File: src/logic/ucc_pkg.sv
// constants and types shared by the device end and the driver end
// assumes one 25 MHz clock and word-wide register port on both ends
package ucc_pkg;
	localparam int ADDR_W = 12;
	localparam logic [11:0] DCFG_OFS = 12'h800;
	localparam logic [11:0] DCTL_OFS = 12'h804;
	localparam logic [11:0] IRQ_STAT_OFS = 12'h840;
	localparam logic [11:0] IRQ_MASK_OFS = 12'h844;
	localparam logic [31:0] DCFG_RST = 32'h0000_0000;
	localparam logic [31:0] DCTL_RST = 32'h0000_0000;
	localparam logic [31:0] DCFG_USED = 32'h0000_1ff7;
	// configuration fields
	localparam int CFG_PFE_LSB = 11;
	localparam int CFG_ADDR_LSB = 4;
	localparam int CFG_NZ_BIT = 2;
	localparam int CFG_DS_LSB = 0;
	localparam logic [1:0] SPEED_FULL = 2'h3;
	// control fields
	localparam int CTL_INIT_BIT = 11;
	localparam int CTL_CLR_OUT = 10;
	localparam int CTL_SET_OUT = 9;
	localparam int CTL_CLR_IN = 8;
	localparam int CTL_SET_IN = 7;
	localparam int CTL_OUT_ST = 3;
	localparam int CTL_IN_ST = 2;
	localparam int CTL_SD = 1;
	// interrupt status / mask fields
	localparam int IRQ_W = 3;
	localparam int IRQ_PFE = 0;
	localparam int IRQ_IN_EFF = 1;
	localparam int IRQ_OUT_EFF = 2;
	localparam logic [2:0] IRQ_RST = 3'h0;
	// frame timing
	localparam int CLK_MHZ = 25;
	localparam int FRAME_TIME_US = 1000;
	localparam int FRAME_CYCLES = FRAME_TIME_US * CLK_MHZ;
	localparam int FCNT_W = 16;

	typedef enum logic [1:0] {UCC_TOK_OUT, UCC_TOK_IN, UCC_TOK_SETUP} ucc_tok_e;
	typedef enum logic [1:0] {UCC_RSP_NONE, UCC_RSP_ACK, UCC_RSP_NAK,
		UCC_RSP_STALL} ucc_resp_e;
	typedef enum logic [3:0] {UCC_CMD_SET_CFG, UCC_CMD_SET_ADDR,
		UCC_CMD_INIT_DONE, UCC_CMD_SET_OUT_NAK, UCC_CMD_CLR_OUT_NAK,
		UCC_CMD_SET_IN_NAK, UCC_CMD_CLR_IN_NAK, UCC_CMD_DISCONNECT,
		UCC_CMD_CONNECT, UCC_CMD_WR_MASK, UCC_CMD_CLR_IRQ,
		UCC_CMD_READ} ucc_cmd_e;

	// cycle in the frame where the end-of-periodic flag fires
	function automatic logic [15:0] ucc_pfe_point(input logic [1:0] code,
		input int frame);
		int pct;
		pct = 80 + 5 * int'(code);
		return 16'((frame * pct) / 100);
	endfunction
endpackage

File: src/logic/ucc_if.sv
// register port joining the driver end and the configuration/control end
// assumes both ends share clk and rst_n
`timescale 1ns/1ps
interface ucc_if;
	logic [11:0] addr;
	logic [31:0] wdata;
	logic wr;
	logic rd;
	logic [31:0] rdata;
	logic irq;
	modport dev (input addr, input wdata, input wr, input rd,
		output rdata, output irq);
	modport drv (output addr, output wdata, output wr, output rd,
		input rdata, input irq);
endinterface

File: src/logic/ucc_dev.sv
// device-mode configuration and control registers of a full-speed core
// assumes token fields come decoded from packet logic on the same clock
//
// Added by the designer: the strobed register port.
`timescale 1ns/1ps
// Summary of operation
// - frame end flag at 80/85/90/95 percent
// - accept only tokens matching device address
// - software sets address after set address
// - policy set: nonzero status out stalled, dropped
// - policy clear: endpoint nak/stall decide
// - speed field, only code 11 defined
// - software leaves configuration alone after init; a wake unlocks the driver and its own sign-off does not lock it again
// - software sets init-done bit after wake
// - bit 10 clears all-out nak state
// - bit 9 sets state, flags effective later
// - software clears effective flag before setting
// - bit 8 clears all-in nak state
module ucc_dev import ucc_pkg::*; #(
	parameter int FRAME_LEN = FRAME_CYCLES
) (
	input wire logic clk, // 25 MHz
	input wire logic rst_n, // async, active low
	ucc_if.dev bus, // register port
	input wire logic sof, // start of frame seen, pulse
	input wire logic wake, // left power-down, pulse
	input wire logic tok_valid, // token received, pulse
	input wire ucc_tok_e tok_kind, // token kind
	input wire logic [6:0] tok_addr, // token address field
	input wire logic status_out, // out is a status stage
	input wire logic data_nonzero, // out data length above zero
	input wire logic ep_nak, // endpoint nak state
	input wire logic ep_stall, // endpoint stall
	input wire logic fifo_ok, // fifo room or data present
	output logic resp_valid, // handshake decided, pulse
	output ucc_resp_e resp_code, // handshake to send
	output logic resp_store, // keep the out data
	output logic periodic_frame_end_flag, // frame end point, pulse
	output logic pullup_en, // attach pull-up
	output logic full_speed, // speed field holds full speed
	output logic init_after_wake_done // core may resume
);
	logic [31:0] cfg, next_cfg;
	logic init_done, next_init_done;
	logic out_st, next_out_st;
	logic in_st, next_in_st;
	logic sd, next_sd;
	logic out_pend, next_out_pend;
	logic in_pend, next_in_pend;
	logic [2:0] stat, next_stat;
	logic [2:0] mask, next_mask;
	logic [15:0] fcnt, next_fcnt;
	logic fired, next_fired;
	logic [31:0] rdata, next_rdata;
	logic irq, next_irq;
	logic next_resp_valid, next_resp_store, next_pfe, next_pullup, next_fs;
	ucc_resp_e next_resp;

	logic wr_cfg, wr_ctl, wr_stat, wr_mask;
	logic [2:0] ev;
	logic [31:0] ctl_view;

	assign bus.rdata = rdata;
	assign bus.irq = irq;
	assign init_after_wake_done = init_done;

	always_comb begin
		wr_cfg = bus.wr && bus.addr == DCFG_OFS;
		wr_ctl = bus.wr && bus.addr == DCTL_OFS;
		wr_stat = bus.wr && bus.addr == IRQ_STAT_OFS;
		wr_mask = bus.wr && bus.addr == IRQ_MASK_OFS;
		ev = IRQ_RST;
		ctl_view = 32'h0000_0000;
		ctl_view[CTL_INIT_BIT] = init_done;
		ctl_view[CTL_OUT_ST] = out_st;
		ctl_view[CTL_IN_ST] = in_st;
		ctl_view[CTL_SD] = sd;

		next_cfg = wr_cfg ? (bus.wdata & DCFG_USED) : cfg;
		next_mask = wr_mask ? bus.wdata[2:0] : mask;
		next_init_done = init_done;
		next_sd = sd;
		next_out_st = out_st;
		next_in_st = in_st;
		next_out_pend = out_pend;
		next_in_pend = in_pend;
		// a wake drops readiness until software signs off again
		if (wake)
			next_init_done = 1'b0;
		if (wr_ctl) begin
			next_init_done = bus.wdata[CTL_INIT_BIT];
			next_sd = bus.wdata[CTL_SD];
			if (bus.wdata[CTL_CLR_OUT])
				next_out_st = 1'b0;
			if (bus.wdata[CTL_SET_OUT]) begin
				next_out_st = 1'b1;
				if (!out_st)
					next_out_pend = 1'b1;
			end
			if (bus.wdata[CTL_CLR_IN])
				next_in_st = 1'b0;
			if (bus.wdata[CTL_SET_IN]) begin
				next_in_st = 1'b1;
				if (!in_st)
					next_in_pend = 1'b1;
			end
		end
		// effective only once no transaction is being decided
		if (out_pend && !tok_valid) begin
			ev[IRQ_OUT_EFF] = 1'b1;
			next_out_pend = 1'b0;
		end
		if (in_pend && !tok_valid) begin
			ev[IRQ_IN_EFF] = 1'b1;
			next_in_pend = 1'b0;
		end

		// frame position, restarted by every start of frame
		next_fcnt = fcnt;
		next_fired = fired;
		next_pfe = 1'b0;
		if (sof) begin
			next_fcnt = 16'h0000;
			next_fired = 1'b0;
		end else begin
			if (fcnt != 16'hffff)
				next_fcnt = fcnt + 16'h0001;
			if (!fired && fcnt == ucc_pfe_point(cfg[CFG_PFE_LSB +: 2],
				FRAME_LEN)) begin
				next_pfe = 1'b1;
				ev[IRQ_PFE] = 1'b1;
				next_fired = 1'b1;
			end
		end

		// set wins over a one written to clear
		next_stat = stat & ~(wr_stat ? bus.wdata[2:0] : 3'h0);
		next_stat = next_stat | ev;
		next_irq = |(next_stat & next_mask);

		next_rdata = 32'h0000_0000;
		if (bus.rd) begin
			case (bus.addr)
				DCFG_OFS: next_rdata = cfg;
				DCTL_OFS: next_rdata = ctl_view;
				IRQ_STAT_OFS: next_rdata = {29'h0000_0000, stat};
				IRQ_MASK_OFS: next_rdata = {29'h0000_0000, mask};
				default: next_rdata = 32'h0000_0000;
			endcase
		end

		// only full speed is defined; a reserved code keeps the pull-up off
		next_fs = cfg[CFG_DS_LSB +: 2] == SPEED_FULL;
		next_pullup = next_fs && !sd;

		next_resp_valid = 1'b0;
		next_resp = UCC_RSP_NONE;
		next_resp_store = 1'b0;
		if (tok_valid && !sd && tok_addr == cfg[CFG_ADDR_LSB +: 7]) begin
			next_resp_valid = 1'b1;
			if (tok_kind == UCC_TOK_IN) begin
				if (in_st)
					next_resp = UCC_RSP_NAK;
				else if (ep_stall)
					next_resp = UCC_RSP_STALL;
				else if (ep_nak || !fifo_ok)
					next_resp = UCC_RSP_NAK;
				else
					next_resp = UCC_RSP_ACK;
			end else if (tok_kind == UCC_TOK_SETUP) begin
				next_resp = fifo_ok ? UCC_RSP_ACK : UCC_RSP_NONE;
				next_resp_store = fifo_ok;
			end else if (out_st) begin
				next_resp = UCC_RSP_NAK;
			end else if (status_out && data_nonzero && cfg[CFG_NZ_BIT]) begin
				next_resp = UCC_RSP_STALL;
			end else if (ep_stall) begin
				next_resp = UCC_RSP_STALL;
			end else if (ep_nak || !fifo_ok) begin
				next_resp = UCC_RSP_NAK;
			end else begin
				next_resp = UCC_RSP_ACK;
				next_resp_store = 1'b1;
			end
		end
	end

	always_ff @(posedge clk or negedge rst_n) begin
		if (!rst_n) begin
			cfg <= DCFG_RST;
			init_done <= 1'b0;
			out_st <= 1'b0;
			in_st <= 1'b0;
			sd <= 1'b0;
			out_pend <= 1'b0;
			in_pend <= 1'b0;
			stat <= IRQ_RST;
			mask <= IRQ_RST;
			fcnt <= 16'h0000;
			fired <= 1'b1;
			rdata <= 32'h0000_0000;
			irq <= 1'b0;
			resp_valid <= 1'b0;
			resp_code <= UCC_RSP_NONE;
			resp_store <= 1'b0;
			periodic_frame_end_flag <= 1'b0;
			pullup_en <= 1'b0;
			full_speed <= 1'b0;
		end else begin
			cfg <= next_cfg;
			init_done <= next_init_done;
			out_st <= next_out_st;
			in_st <= next_in_st;
			sd <= next_sd;
			out_pend <= next_out_pend;
			in_pend <= next_in_pend;
			stat <= next_stat;
			mask <= next_mask;
			fcnt <= next_fcnt;
			fired <= next_fired;
			rdata <= next_rdata;
			irq <= next_irq;
			resp_valid <= next_resp_valid;
			resp_code <= next_resp;
			resp_store <= next_resp_store;
			periodic_frame_end_flag <= next_pfe;
			pullup_en <= next_pullup;
			full_speed <= next_fs;
		end
	end
endmodule

File: src/flat_wrapper.sv
// flat-port wrapper written by rule: the top's interface ports become plain ports
module ucc_dev_flat import ucc_pkg::*;
#(
	parameter int FRAME_LEN = FRAME_CYCLES
)
  (clk, rst_n, sof, wake, tok_valid, tok_kind, tok_addr, status_out, data_nonzero, ep_nak, ep_stall, fifo_ok, resp_valid, resp_code, resp_store, periodic_frame_end_flag, pullup_en, full_speed, init_after_wake_done, bus_addr, bus_wdata, bus_wr, bus_rd, bus_rdata, bus_irq);
  ucc_if bus_i ();
  input wire logic clk;
  input wire logic rst_n;
  input wire logic sof;
  input wire logic wake;
  input wire logic tok_valid;
  input wire ucc_tok_e tok_kind;
  input wire logic [6:0] tok_addr;
  input wire logic status_out;
  input wire logic data_nonzero;
  input wire logic ep_nak;
  input wire logic ep_stall;
  input wire logic fifo_ok;
  output logic resp_valid;
  output ucc_resp_e resp_code;
  output logic resp_store;
  output logic periodic_frame_end_flag;
  output logic pullup_en;
  output logic full_speed;
  output logic init_after_wake_done;
  input wire logic [$bits(bus_i.addr)-1:0] bus_addr;
  input wire logic [$bits(bus_i.wdata)-1:0] bus_wdata;
  input wire logic [$bits(bus_i.wr)-1:0] bus_wr;
  input wire logic [$bits(bus_i.rd)-1:0] bus_rd;
  output wire logic [$bits(bus_i.rdata)-1:0] bus_rdata;
  output wire logic [$bits(bus_i.irq)-1:0] bus_irq;
  assign bus_i.addr = bus_addr;
  assign bus_i.wdata = bus_wdata;
  assign bus_i.wr = bus_wr;
  assign bus_i.rd = bus_rd;
  assign bus_rdata = bus_i.rdata;
  assign bus_irq = bus_i.irq;
  ucc_dev #(.FRAME_LEN(FRAME_LEN)) u_core (.clk(clk), .rst_n(rst_n), .bus(bus_i), .sof(sof), .wake(wake), .tok_valid(tok_valid), .tok_kind(tok_kind), .tok_addr(tok_addr), .status_out(status_out), .data_nonzero(data_nonzero), .ep_nak(ep_nak), .ep_stall(ep_stall), .fifo_ok(fifo_ok), .resp_valid(resp_valid), .resp_code(resp_code), .resp_store(resp_store), .periodic_frame_end_flag(periodic_frame_end_flag), .pullup_en(pullup_en), .full_speed(full_speed), .init_after_wake_done(init_after_wake_done));
endmodule
File: config.mk
export PLATFORM = sky130hd
export DESIGN_NAME = ucc_dev_flat
export DESIGN_NICKNAME = d
export VERILOG_FILES = /design/src/logic/ucc_pkg.sv /design/src/logic/ucc_if.sv /design/src/logic/ucc_dev.sv /design/src/flat_wrapper.sv
export SDC_FILE = /design/constraint.sdc
export NUM_CORES = 1
export LEC_CHECK = 0
export BUFFER_PORTS_ARGS = -buffer_cell sky130_fd_sc_hd__buf_2
export CELL_PAD_IN_SITES_DETAIL_PLACEMENT = 1
export CELL_PAD_IN_SITES_GLOBAL_PLACEMENT = 1
export CORE_AREA = 2 2 118 120
export DETAILED_ROUTE_END_ITERATION = 16
export DIE_AREA = 0 0 120 122
export PLACE_DENSITY_LB_ADDON = 0.2
export REMOVE_ABC_BUFFERS = 1
export SLEW_MARGIN = 20
export SYNTH_ARGS = -nofsm -noshare
export SYNTH_HDL_FRONTEND = slang
export SYNTH_SLANG_ARGS = --single-unit
File: constraint.sdc
create_clock -name clk -period 10.95 [get_ports clk]
set_clock_uncertainty 0.15 [all_clocks]
set_input_delay 1.6425 -clock clk [delete_from_list [all_inputs] [get_ports clk]]
set_output_delay 1.6425 -clock clk [all_outputs]
set_load 0.02 [all_outputs]
==> impl_metrics.toml, run 1 <==
[die]
die_height_um = 122
placeableCoreArea_um2 = 13500
dieArea_um2 = 14600
boundaryPins = 106
start_util_pct = 44.4
fp.dieW_um = 120
floorplan.rows = 43

[timing]
post-route-period-util_pct = 76.8
max_slew_margin_pct = 27.4
max_slew.worst_pin.slew_ns = 1.08
unrepaired_setup_endpoints_after_global_routing = "false"
setup-tns-final_ns = 0
finalWorstSetupSlack_ns = 2.54
final_max_slew_viol_count = 0
final_period_minus_worst_setup_slack_ns = 8.41
fmax_ghz = 0.119
timing_hold_violations_final = 0
setup_violations = 0

[setup_path]
crit_required_ns = 11.02
worst-endpoint-arrival_ns = 8.48
start_kind = "flip-flop"
worst-setup-path-type = "flip-flop to flip-flop"
setup_crit_end_kind = "flip-flop"
timing.critical_path.fanout_max = 20

[routing]
detailroute.via_count = 5888
detail_route.vias_per_cell = 6.04
first_iter_violations = 371
drtPass1Iterations = 5
drc = 0
finalWirelength_um = 19700
antenna_left = 0
avgRoutedWirePerCell_um = 20.2

[placed_design]
final_hpwl_from_detailed_placement_um = 14700
port-buffer-count = 66
place.gp.congestion = 0.917
area_post_placement_um2 = 6330
place_ws_ns = 2.67

[power]
max-vdd-ir-drop_mv = 0.0831
static-leakage-power_nw = 2.81
power_density_nw_per_um2 = 94.2

[clock_tree]
clkLatencyLatePin_ns = 0.33
clock_sink_count = 62
cts_htree_levels = 3
tritoncts.num_buffers = 9
cts-hold-fix-buffers = 0
post_cts_resized = 0
clock_tree.buffer_depth = 2
tritoncts = "built"
cts.repair_timing.setup_buffer_count = 0
clock_transition_time_at_the_flip_flop_clock_pins_of_the_worst_setup_and_hold_paths_ns = 0.05
cts.root.buffer_cell = "sky130_fd_sc_hd__clkbuf_16"

[global_route]
via_count_of_the_first_global_routing_pass = 6144
grt_use_total_pct = 27.4
grt_antenna_before_repair = 0
grt_pass1_wl_um = 32000
grt.overflow.total = 0
grt_start_max_net_pins = 63

[yosys]
synth_warnings = 0
synthMuxAreaShare_pct = 4.78
synth_top_family_by_area = "simple AND/OR/NAND/NOR gates"
share_of_the_synthesized_area_in_compound_gates_ao_oa_aoi_oai_pct = 21.2
post_synth_fa_ha_maj_area_fraction_pct = 4.09
post_synth_instance_area_um2 = 5990
ys_types = 84
synth.largest_area_cell = "sky130_fd_sc_hd__dfrtp_1"
post_synth_xor_area_fraction_pct = 10.2
synth_flop_cell = "sky130_fd_sc_hd__dfrtp_1"
post_synth_top_area_share_pct = 25.5
ys_ff_latch = 62
async_reset_ff_share_pct = 100
seq_area_frac_synth_pct = 25.9
synth-edff-count = 0
post_synth.cell_area_avg_um2 = 7.98
yosys.area_share.simple_pct = 26.9
synth_top_cells_by_area = "sky130_fd_sc_hd__dfrtp_1, sky130_fd_sc_hd__xnor2_1, sky130_fd_sc_hd__nor2_1"
synth_cells = 751

[run_status]
outcome = "finished clean"

[layout]
final_cell_area_um2 = 6590
design.final.nets = 874
nFillCells = 1681
postLayoutCoreUtil_pct = 48.8
area_growth_syn_to_layout_pct = 10.0
insertedDiodeCount = 0
final_layout_size_suffix_gt1_share_pct = 14.3

[worst_hold_path]
timing.hold.worst.class = "flip-flop to flip-flop"

[run]
max_cap_viol_count = 0
layout by cell type (no fill, tap or decap), types with 11 or more instances in the layout:
master | Yosys | layout
sky130_fd_sc_hd__a21oi_1 | 39 | 39
sky130_fd_sc_hd__and2_1 | 16 | 16
sky130_fd_sc_hd__and3_1 | 13 | 13
sky130_fd_sc_hd__buf_2 | 10 | 66
sky130_fd_sc_hd__conb_1 | 1 | 19
sky130_fd_sc_hd__dfrtp_1 | 61 | 61
sky130_fd_sc_hd__ha_1 | 18 | 18
sky130_fd_sc_hd__inv_1 | 25 | 25
sky130_fd_sc_hd__mux2_2 | 13 | 13
sky130_fd_sc_hd__nand2_1 | 65 | 65
sky130_fd_sc_hd__nand2b_1 | 14 | 14
sky130_fd_sc_hd__nand3_1 | 23 | 23
sky130_fd_sc_hd__nor2_1 | 69 | 69
sky130_fd_sc_hd__nor3_1 | 25 | 24
sky130_fd_sc_hd__o21ai_0 | 41 | 41
sky130_fd_sc_hd__or3_1 | 11 | 11
sky130_fd_sc_hd__xnor2_1 | 44 | 44
sky130_fd_sc_hd__xor2_1 | 26 | 26
per-stage QoR:
| stage | power [W] | hold WS, ns | cells |
|---|---|---|---|
| 4_1_cts | 0.000624 | 0.346 | 975 |
| 5_1_grt | 0.000650 | 0.373 | 975 |
| 2_1_floorplan | 0.000332 | 0.279 | 709 |
| 3_3_place_gp | 0.000371 | 0.323 | 959 |
| 6_report | 0.000621 | 0.343 | 975 |
| 3_5_place_dp | 0.000377 | 0.340 | 959 |
kinds of logic (layout without fill, tap and decap cells):
group	after synthesis	after routing
adder cells (fa/ha/maj)	19	19
AND/OR/NAND/NOR	303	303
flip-flops	62	62
other	1	19
XOR/XNOR	70	70
multiplexers	24	24
AO/OA/AOI/OAI	186	186
buffers and inverters	86	112
worst max-delay path, stage by stage, from the launching register on:
cell	delay (ns)
sky130_fd_sc_hd__dfrtp_1	0.78
sky130_fd_sc_hd__inv_1	0.41
sky130_fd_sc_hd__ha_1	0.93
sky130_fd_sc_hd__nand2_1	0.25
sky130_fd_sc_hd__nor2_1	0.17
sky130_fd_sc_hd__ha_1	0.34
sky130_fd_sc_hd__o21a_1	0.35
sky130_fd_sc_hd__o21ai_1	0.23
sky130_fd_sc_hd__nor3_1	0.39
sky130_fd_sc_hd__or2_1	0.28
sky130_fd_sc_hd__mux2i_1	0.11
sky130_fd_sc_hd__nor3_1	0.34
sky130_fd_sc_hd__a31o_4	0.26
sky130_fd_sc_hd__mux2_4	0.33
sky130_fd_sc_hd__o31ai_4	0.36
sky130_fd_sc_hd__nand3_2	0.25
sky130_fd_sc_hd__a221oi_2	0.36
sky130_fd_sc_hd__a32oi_1	0.16
sky130_fd_sc_hd__or2_1	0.32
sky130_fd_sc_hd__or4b_1	0.56
sky130_fd_sc_hd__a2111oi_2	0.50
sky130_fd_sc_hd__xnor2_1	0.20
sky130_fd_sc_hd__o31ai_1	0.28
power breakdown:
part           internal [W]  switching (W)  leakage (nW)
logic             0.0000513      0.0000906          1.84
registers          0.000231     0.00000282         0.845
clock network      0.000152      0.0000925         0.125
total              0.000435       0.000186          2.81
sequential cells by signal, indices dropped and copies added (netlist names), 2 cells and up:
register / flops
u_core.cfg: 12
u_core.mask: 3
u_core.fcnt: 16
u_core.stat: 3
u_core.bus.rdata: 13
u_core.resp_code: 2
cell type report:
class                           count  area [µm²]  area share [%]
Clock buffer                       14         244            3.70
Clock inverter                      2        10.0           0.152
Inverter                           26        97.6            1.48
Multi-Input combinational cell    621        4100            62.2
Sequential cell                    62        1550            23.6
Tap cell                          180         225            3.42
Timing Repair Buffer               70         360            5.47
final timing paths:
kind / start / end / slack (ns) / depth (start not counted)
min in group asynchronous: rst_n / u_core.fcnt[8] / 1.32 / 2
hold / removal: u_core.in_pend / u_core.in_pend / 0.34 / 1
hold reg to reg: u_core.in_pend / u_core.in_pend / 0.34 / 1
setup / recovery: u_core.cfg[11] / u_core.stat[0] / 2.54 / 22
setup reg to reg: u_core.cfg[11] / u_core.stat[0] / 2.54 / 22
max in group asynchronous: rst_n / u_core.cfg[9] / 8.79 / 2
per-layer routing:
| metal | vias up | global-route usage (%) | part of all wire, % |
|---|---|---|---|
| met5 | - | 0 | 0 |
| met4 | 0 | 9.93 | 2.8 |
| met3 | 35 | 3.56 | 4.3 |
| met2 | 165 | 47.8 | 49 |
| met1 | 2935 | 34.7 | 44 |
| li1 | 2753 | - | - |
Yosys cell counts, types with 5 or more instances:
| library cell | n |
|---|---|
| sky130_fd_sc_hd__nor2_1 | 69 |
| sky130_fd_sc_hd__nand2_1 | 65 |
| sky130_fd_sc_hd__dfrtp_1 | 61 |
| sky130_fd_sc_hd__xnor2_1 | 44 |
| sky130_fd_sc_hd__o21ai_0 | 41 |
| sky130_fd_sc_hd__a21oi_1 | 39 |
| sky130_fd_sc_hd__xor2_1 | 26 |
| sky130_fd_sc_hd__inv_1 | 25 |
| sky130_fd_sc_hd__nor3_1 | 25 |
| sky130_fd_sc_hd__clkbuf_1 | 24 |
| sky130_fd_sc_hd__nand3_1 | 23 |
| sky130_fd_sc_hd__buf_4 | 20 |
| sky130_fd_sc_hd__ha_1 | 18 |
| sky130_fd_sc_hd__and2_1 | 16 |
| sky130_fd_sc_hd__nand2b_1 | 14 |
| sky130_fd_sc_hd__and3_1 | 13 |
| sky130_fd_sc_hd__mux2_2 | 13 |
| sky130_fd_sc_hd__or3_1 | 11 |
| sky130_fd_sc_hd__buf_2 | 10 |
| sky130_fd_sc_hd__nand4_1 | 9 |
| sky130_fd_sc_hd__nor2b_1 | 9 |
| sky130_fd_sc_hd__nor4_1 | 9 |
| sky130_fd_sc_hd__o211ai_1 | 9 |
| sky130_fd_sc_hd__a31oi_1 | 8 |
| sky130_fd_sc_hd__mux2i_1 | 8 |
| sky130_fd_sc_hd__o22ai_1 | 8 |
| sky130_fd_sc_hd__a211o_1 | 7 |
| sky130_fd_sc_hd__a211oi_1 | 7 |
| sky130_fd_sc_hd__nor3b_1 | 7 |
| sky130_fd_sc_hd__buf_1 | 6 |
| sky130_fd_sc_hd__o21a_1 | 6 |
| sky130_fd_sc_hd__o31ai_1 | 6 |
| sky130_fd_sc_hd__a21o_1 | 5 |
| sky130_fd_sc_hd__nand3b_1 | 5 |
| sky130_fd_sc_hd__o21ai_1 | 5 |
Power figures use the tool's default switching activity.
==> run 2, diff against run 1 <==
- ABC_AREA: not set -> 1
- CORE_AREA: 2 2 118 120 -> 2 2 133 135
- DIE_AREA: 0 0 120 122 -> 0 0 135 137
- clock period: 10.95 -> 8.5 ns (I/O delays scaled with it)
==> impl_metrics.toml, run 2 <==
[yosys]
synth_warnings = 0
synth_commonest_cells = "sky130_fd_sc_hd__nand2_1, sky130_fd_sc_hd__inv_1, sky130_fd_sc_hd__nor2_1"
synth_flop_cell = "sky130_fd_sc_hd__dfrtp_1"
post_synth_top_area_share_pct = 22.7
async_reset_ff_share_pct = 100
synth_cells = 1095
ys_ff_latch = 62
synth.largest_area_cell = "sky130_fd_sc_hd__dfrtp_1"
synth-edff-count = 0
synth_top_cells_by_area = "sky130_fd_sc_hd__dfrtp_1, sky130_fd_sc_hd__nand2_1, sky130_fd_sc_hd__inv_1"
yosysMostFrequentCell = "sky130_fd_sc_hd__nand2_1"
ys_types = 61
post_synth_instance_area_um2 = 6710
seq_area_frac_synth_pct = 23.1
post_synth.cell_area_avg_um2 = 6.13

[setup_path]
worst-endpoint-arrival_ns = 7.68
start_kind = "flip-flop"
critPathSlowestCell = "sky130_fd_sc_hd__dfrtp_2"
worst-setup-path-type = "flip-flop to flip-flop"
crit_required_ns = 8.56
setup_crit_end_kind = "flip-flop"
timing.critical_path.fanout_max = 14
crit_path_frequent_cell = "sky130_fd_sc_hd__nand2_1"
largest_stage_delay_worst_path_ns = 0.47
reg2reg_depth = 55

[timing]
setup_violations = 0
final_max_slew_viol_count = 0
timing_hold_violations_final = 0
finalWorstSetupSlack_ns = 0.884
post-route-period-util_pct = 89.6
final_period_minus_worst_setup_slack_ns = 7.62
max_slew.worst_pin.slew_ns = 0.815
fmax_ghz = 0.131
setup-tns-final_ns = 0
max_slew_margin_pct = 45.0

[clock_tree]
tritoncts = "built"
clock_tree.buffer_depth = 2
cts.root.buffer_cell = "sky130_fd_sc_hd__clkbuf_16"
clock_sink_count = 62
clkLatencyLatePin_ns = 0.33
tritoncts.num_buffers = 9
clock_transition_time_at_the_flip_flop_clock_pins_of_the_worst_setup_and_hold_paths_ns = 0.05
cts-hold-fix-buffers = 0
cts_htree_levels = 3

[layout]
reg_top3 = "u_core.fcnt x16, u_core.bus.rdata x13, u_core.cfg x12"
registers.top_by_ff_count = "u_core.fcnt"
layout.cells.non_filler = 1428
largest_reg_flops = 16
layout_common_cells = "sky130_fd_sc_hd__nand2_1, sky130_fd_sc_hd__inv_1, sky130_fd_sc_hd__nor2_1"
insertedDiodeCount = 0
postLayoutCoreUtil_pct = 45.8
final_layout_size_suffix_gt1_share_pct = 14.9
mostFrequentLayoutCell = "sky130_fd_sc_hd__nand2_1"
nFillCells = 2407
design.final.nets = 1282
area_growth_syn_to_layout_pct = 16.3

[power]
overall_power_after_layout_w = 0.00117
power_density_nw_per_um2 = 150
static-leakage-power_nw = 4.21
max-vdd-ir-drop_mv = 0.141

[die]
die_height_um = 137
start_util_pct = 39.4
dieArea_um2 = 18500
placeableCoreArea_um2 = 17100
boundaryPins = 106
floorplan.rows = 48
fp.dieW_um = 135

[routing]
drc = 0
avgRoutedWirePerCell_um = 15.5
antenna_left = 0
first_iter_violations = 372
drtPass1Iterations = 5
detailroute.via_count = 7476
detail_route.vias_per_cell = 5.24
finalWirelength_um = 22200

[global_route]
grt_antenna_before_repair = 0
via_count_of_the_first_global_routing_pass = 7501
grt.overflow.total = 0
grt_start_max_net_pins = 63
grt_pass1_wl_um = 36700
grt_use_total_pct = 24.6

[run]
max_cap_viol_count = 0

[placed_design]
final_hpwl_from_detailed_placement_um = 18100
place.gp.congestion = 0.882
numPlacedInstances = 1409
port-buffer-count = 66
place_ws_ns = 0.465

[run_status]
outcome = "finished clean"

[worst_hold_path]
timing.hold.worst.class = "flip-flop to flip-flop"
min_delay_path_depth = 2
run 2: final timing paths:
kind | start | end | slack, ns
max in group asynchronous | rst_n | u_core.cfg[11] | 6.67
hold reg to reg | u_core.fired | u_core.fired | 0.34
setup / recovery | u_core.cfg[11] | u_core.bus.irq | 0.88
hold / removal | u_core.fired | u_core.fired | 0.34
setup reg to reg | u_core.cfg[11] | u_core.bus.irq | 0.88
min in group asynchronous | rst_n | u_core.mask[0] | 0.97
run 2: power by group:
part	internal, W	switching [W]
Sequential	0.000299	0.00000215
Clock	0.000224	0.000123
Combinational	0.000192	0.000333
run 2: repair_timing:
action                     4_1_cts  5_1_grt
setup endpoints to repair        0        4
gates resized for setup          0       10
buffers inserted                 0        2
run 2: through the flow:
step                      hold slack [ns]  instance area, µm²
after global placement              0.313                7460
after floorplan                     0.294                6520
after detailed placement            0.335                7460
after global routing                0.360                7810
after CTS                           0.343                7750
final                               0.337                7810
run 2: final cells by class:
class                      instances  area [µm²]  share of cell area, %
clock buffer                      11         233                   2.98
tap                              225         282                   3.60
sequential                        62        1550                   19.9
multi-input combinational        852        4410                   56.5
clock inverter                     5        50.0                  0.641
inverter                         161         607                   7.77
timing repair buffer             112         676                   8.65
run 2: critical path, delay by kind of cell (launching register included):
kind,cells,cell delay [ns]
buf+inv,5,0.52
xor+xnor,1,0.19
flops,1,0.47
simple gates,44,4.82
compound gates,1,0.17
fa+ha+maj,4,1.19
run 2: layer usage:
layer	GRT usage, %	vias up	part of all wire, %
li1	-	3740	-
met1	32.6	3570	46
met2	43.9	146	49
met3	1.96	20	3.9
met4	5.38	0	1.2
met5	0	-	0
run 2: cell families (layout without fill, tap and decap cells):
logic type / count (synthesis) / after routing / synth area share [%]
and+or+nand+nor: 654 / 655 / 44.8
DFF: 62 / 62 / 23.1
xor gates and xnor gates: 29 / 29 / 3.78
adders and majority gates: 19 / 19 / 3.65
buffers and inverters: 200 / 289 / 12.9
muxes: 2 / 2 / 0.335
other: 1 / 19 / 0.0559
AOI/OAI and AO/OA: 128 / 128 / 11.3
==> run 3, diff against run 2 <==
- CAP_MARGIN: not set -> 20
- REMOVE_ABC_BUFFERS: 1 -> not set
==> impl_metrics.toml, run 3 (synthesized netlist as in run 2, its figures left out) <==
[run_status]
outcome = "finished clean"

[die]
die_height_um = 137
start_util_pct = 39.4
fp.dieW_um = 135
floorplan.rows = 48
dieArea_um2 = 18500
placeableCoreArea_um2 = 17100
boundaryPins = 106

[setup_path]
setup_crit_end_kind = "flip-flop"
worst-setup-path-type = "flip-flop to flip-flop"
reg2reg_from = "u_core.cfg[11]"
timing.reg2reg.setup_slack_ns = 0.83
crit_path_frequent_cell = "sky130_fd_sc_hd__nand2_1"
timing.critical_path.fanout_max = 14
worstReg2RegEnd = "u_core.bus.irq"
critPathSlowestCell = "sky130_fd_sc_hd__dfrtp_2"
reg2reg_depth = 53
worst_setup_path_startpoint = "u_core.cfg[11]"
start_kind = "flip-flop"
largest_stage_delay_worst_path_ns = 0.45
worst-endpoint-arrival_ns = 7.75
crit_required_ns = 8.58

[clock_tree]
cts.root.buffer_cell = "sky130_fd_sc_hd__clkbuf_16"
clkLatencyLatePin_ns = 0.33
cts-hold-fix-buffers = 0
tritoncts.num_buffers = 9
clock_sink_count = 62
cts_htree_levels = 3
tritoncts = "built"
clock_tree.buffer_depth = 2
clock_transition_time_at_the_flip_flop_clock_pins_of_the_worst_setup_and_hold_paths_ns = 0.05

[routing]
first_iter_violations = 345
avgRoutedWirePerCell_um = 15.8
antenna_left = 0
finalWirelength_um = 22400
drc = 0
drtPass1Iterations = 4
detailroute.via_count = 7447
detail_route.vias_per_cell = 5.23

[timing]
max_slew.worst_pin.slew_ns = 0.851
setup_violations = 0
fmax_ghz = 0.130
unrepaired_setup_endpoints_after_global_routing = "false"
final_max_slew_viol_count = 0
setup-tns-final_ns = 0
max_slew_margin_pct = 42.5
timing_hold_violations_final = 0
post-route-period-util_pct = 90.3
final_period_minus_worst_setup_slack_ns = 7.67

[placed_design]
final_hpwl_from_detailed_placement_um = 18100
port-buffer-count = 66
numPlacedInstances = 1401
place.gp.congestion = 0.883

[layout]
area_growth_syn_to_layout_pct = 15.2
nFillCells = 2390
insertedDiodeCount = 0
final_layout_size_suffix_gt1_share_pct = 14.5
layout.cells.non_filler = 1423
layout_common_cells = "sky130_fd_sc_hd__nand2_1, sky130_fd_sc_hd__inv_1, sky130_fd_sc_hd__nor2_1"
registers.top_by_ff_count = "u_core.fcnt"
reg_top3 = "u_core.fcnt x16, u_core.bus.rdata x13, u_core.cfg x12"
design.final.nets = 1277
largest_reg_flops = 16
mostFrequentLayoutCell = "sky130_fd_sc_hd__nand2_1"

[power]
max-vdd-ir-drop_mv = 0.154
power_density_nw_per_um2 = 145
static-leakage-power_nw = 4.18

[worst_hold_path]
worstHoldStart = "u_core.cfg[7]"
min_delay_path_depth = 2
hold_path_end = "u_core.cfg[7]"
timing.hold.worst.class = "flip-flop to flip-flop"

[global_route]
grt_pass1_wl_um = 36000
grt_use_total_pct = 24.4
grt.overflow.total = 0
grt_antenna_before_repair = 0
grt_start_max_net_pins = 63
via_count_of_the_first_global_routing_pass = 7291

[run]
max_cap_viol_count = 0
[run 3: metrics by stage]
stage	cell area [µm²]	setup slack (ns)	utilization, %	hold slack (ns)	power (W)
final	7740	0.826	45.4	0.336	0.00112
after floorplan	6780	2.09	-	0.294	0.000651
after CTS	7670	0.332	45.0	0.339	0.00112
after global placement	7400	0.691	43.4	0.313	0.000776
after detailed placement	7400	0.386	43.4	0.324	0.000787
after global routing	7740	0.00840	45.4	0.369	0.00119
[run 3: how the worst max path moves through the flow]
stage,end,slack (ns),cells after the start
global route,u_core.bus.irq,0.008,55
CTS,u_core.bus.irq,0.33,53
floorplan,u_core.bus.irq,2.09,57
detailed placement,u_core.bus.irq,0.39,53
finish,u_core.bus.irq,0.83,53
global placement,u_core.bus.irq,0.69,55
[run 3: area by class of cell]
type	instances	area, µm²	share of cell area, %
inverters	161	607	7.84
well taps	225	282	3.64
repair buffers	107	638	8.25
clock inverters	7	41.3	0.534
clock buffers	9	225	2.91
flip-flops and latches	62	1560	20.1
multi-input cells	852	4390	56.7
[run 3: power by group]
part	internal (W)	switching [W]
logic	0.000170	0.000324
clock network	0.000194	0.000133
registers	0.000299	0.00000229
total	0.000663	0.000460
[run 3: layer usage]
layer  up-vias  global-route usage [%]  part of all wire (%)
met5         -                       0                     0
met4         0                    6.08                   1.3
met3        23                    2.52                   4.4
met2       170                    42.5                    48
met1      3539                    32.4                    46
li1       3715                       -                     -
[run 3: worst max-delay path, delay by kind of cell (launching register included)]
kind / cells / cell delay (ns)
AND/OR/NAND/NOR: 43 / 5.10
adder cells (fa/ha/maj): 4 / 1.04
flip-flops: 1 / 0.45
buffers and inverters: 4 / 0.38
XOR/XNOR: 1 / 0.19
AO/OA/AOI/OAI: 1 / 0.19
[run 3: what timing repair did]
action,CTS,global route
gates resized for setup,0,6
setup buffers,0,5
endpoints found under the setup margin,0,4
endpoints found under the hold margin,0,0
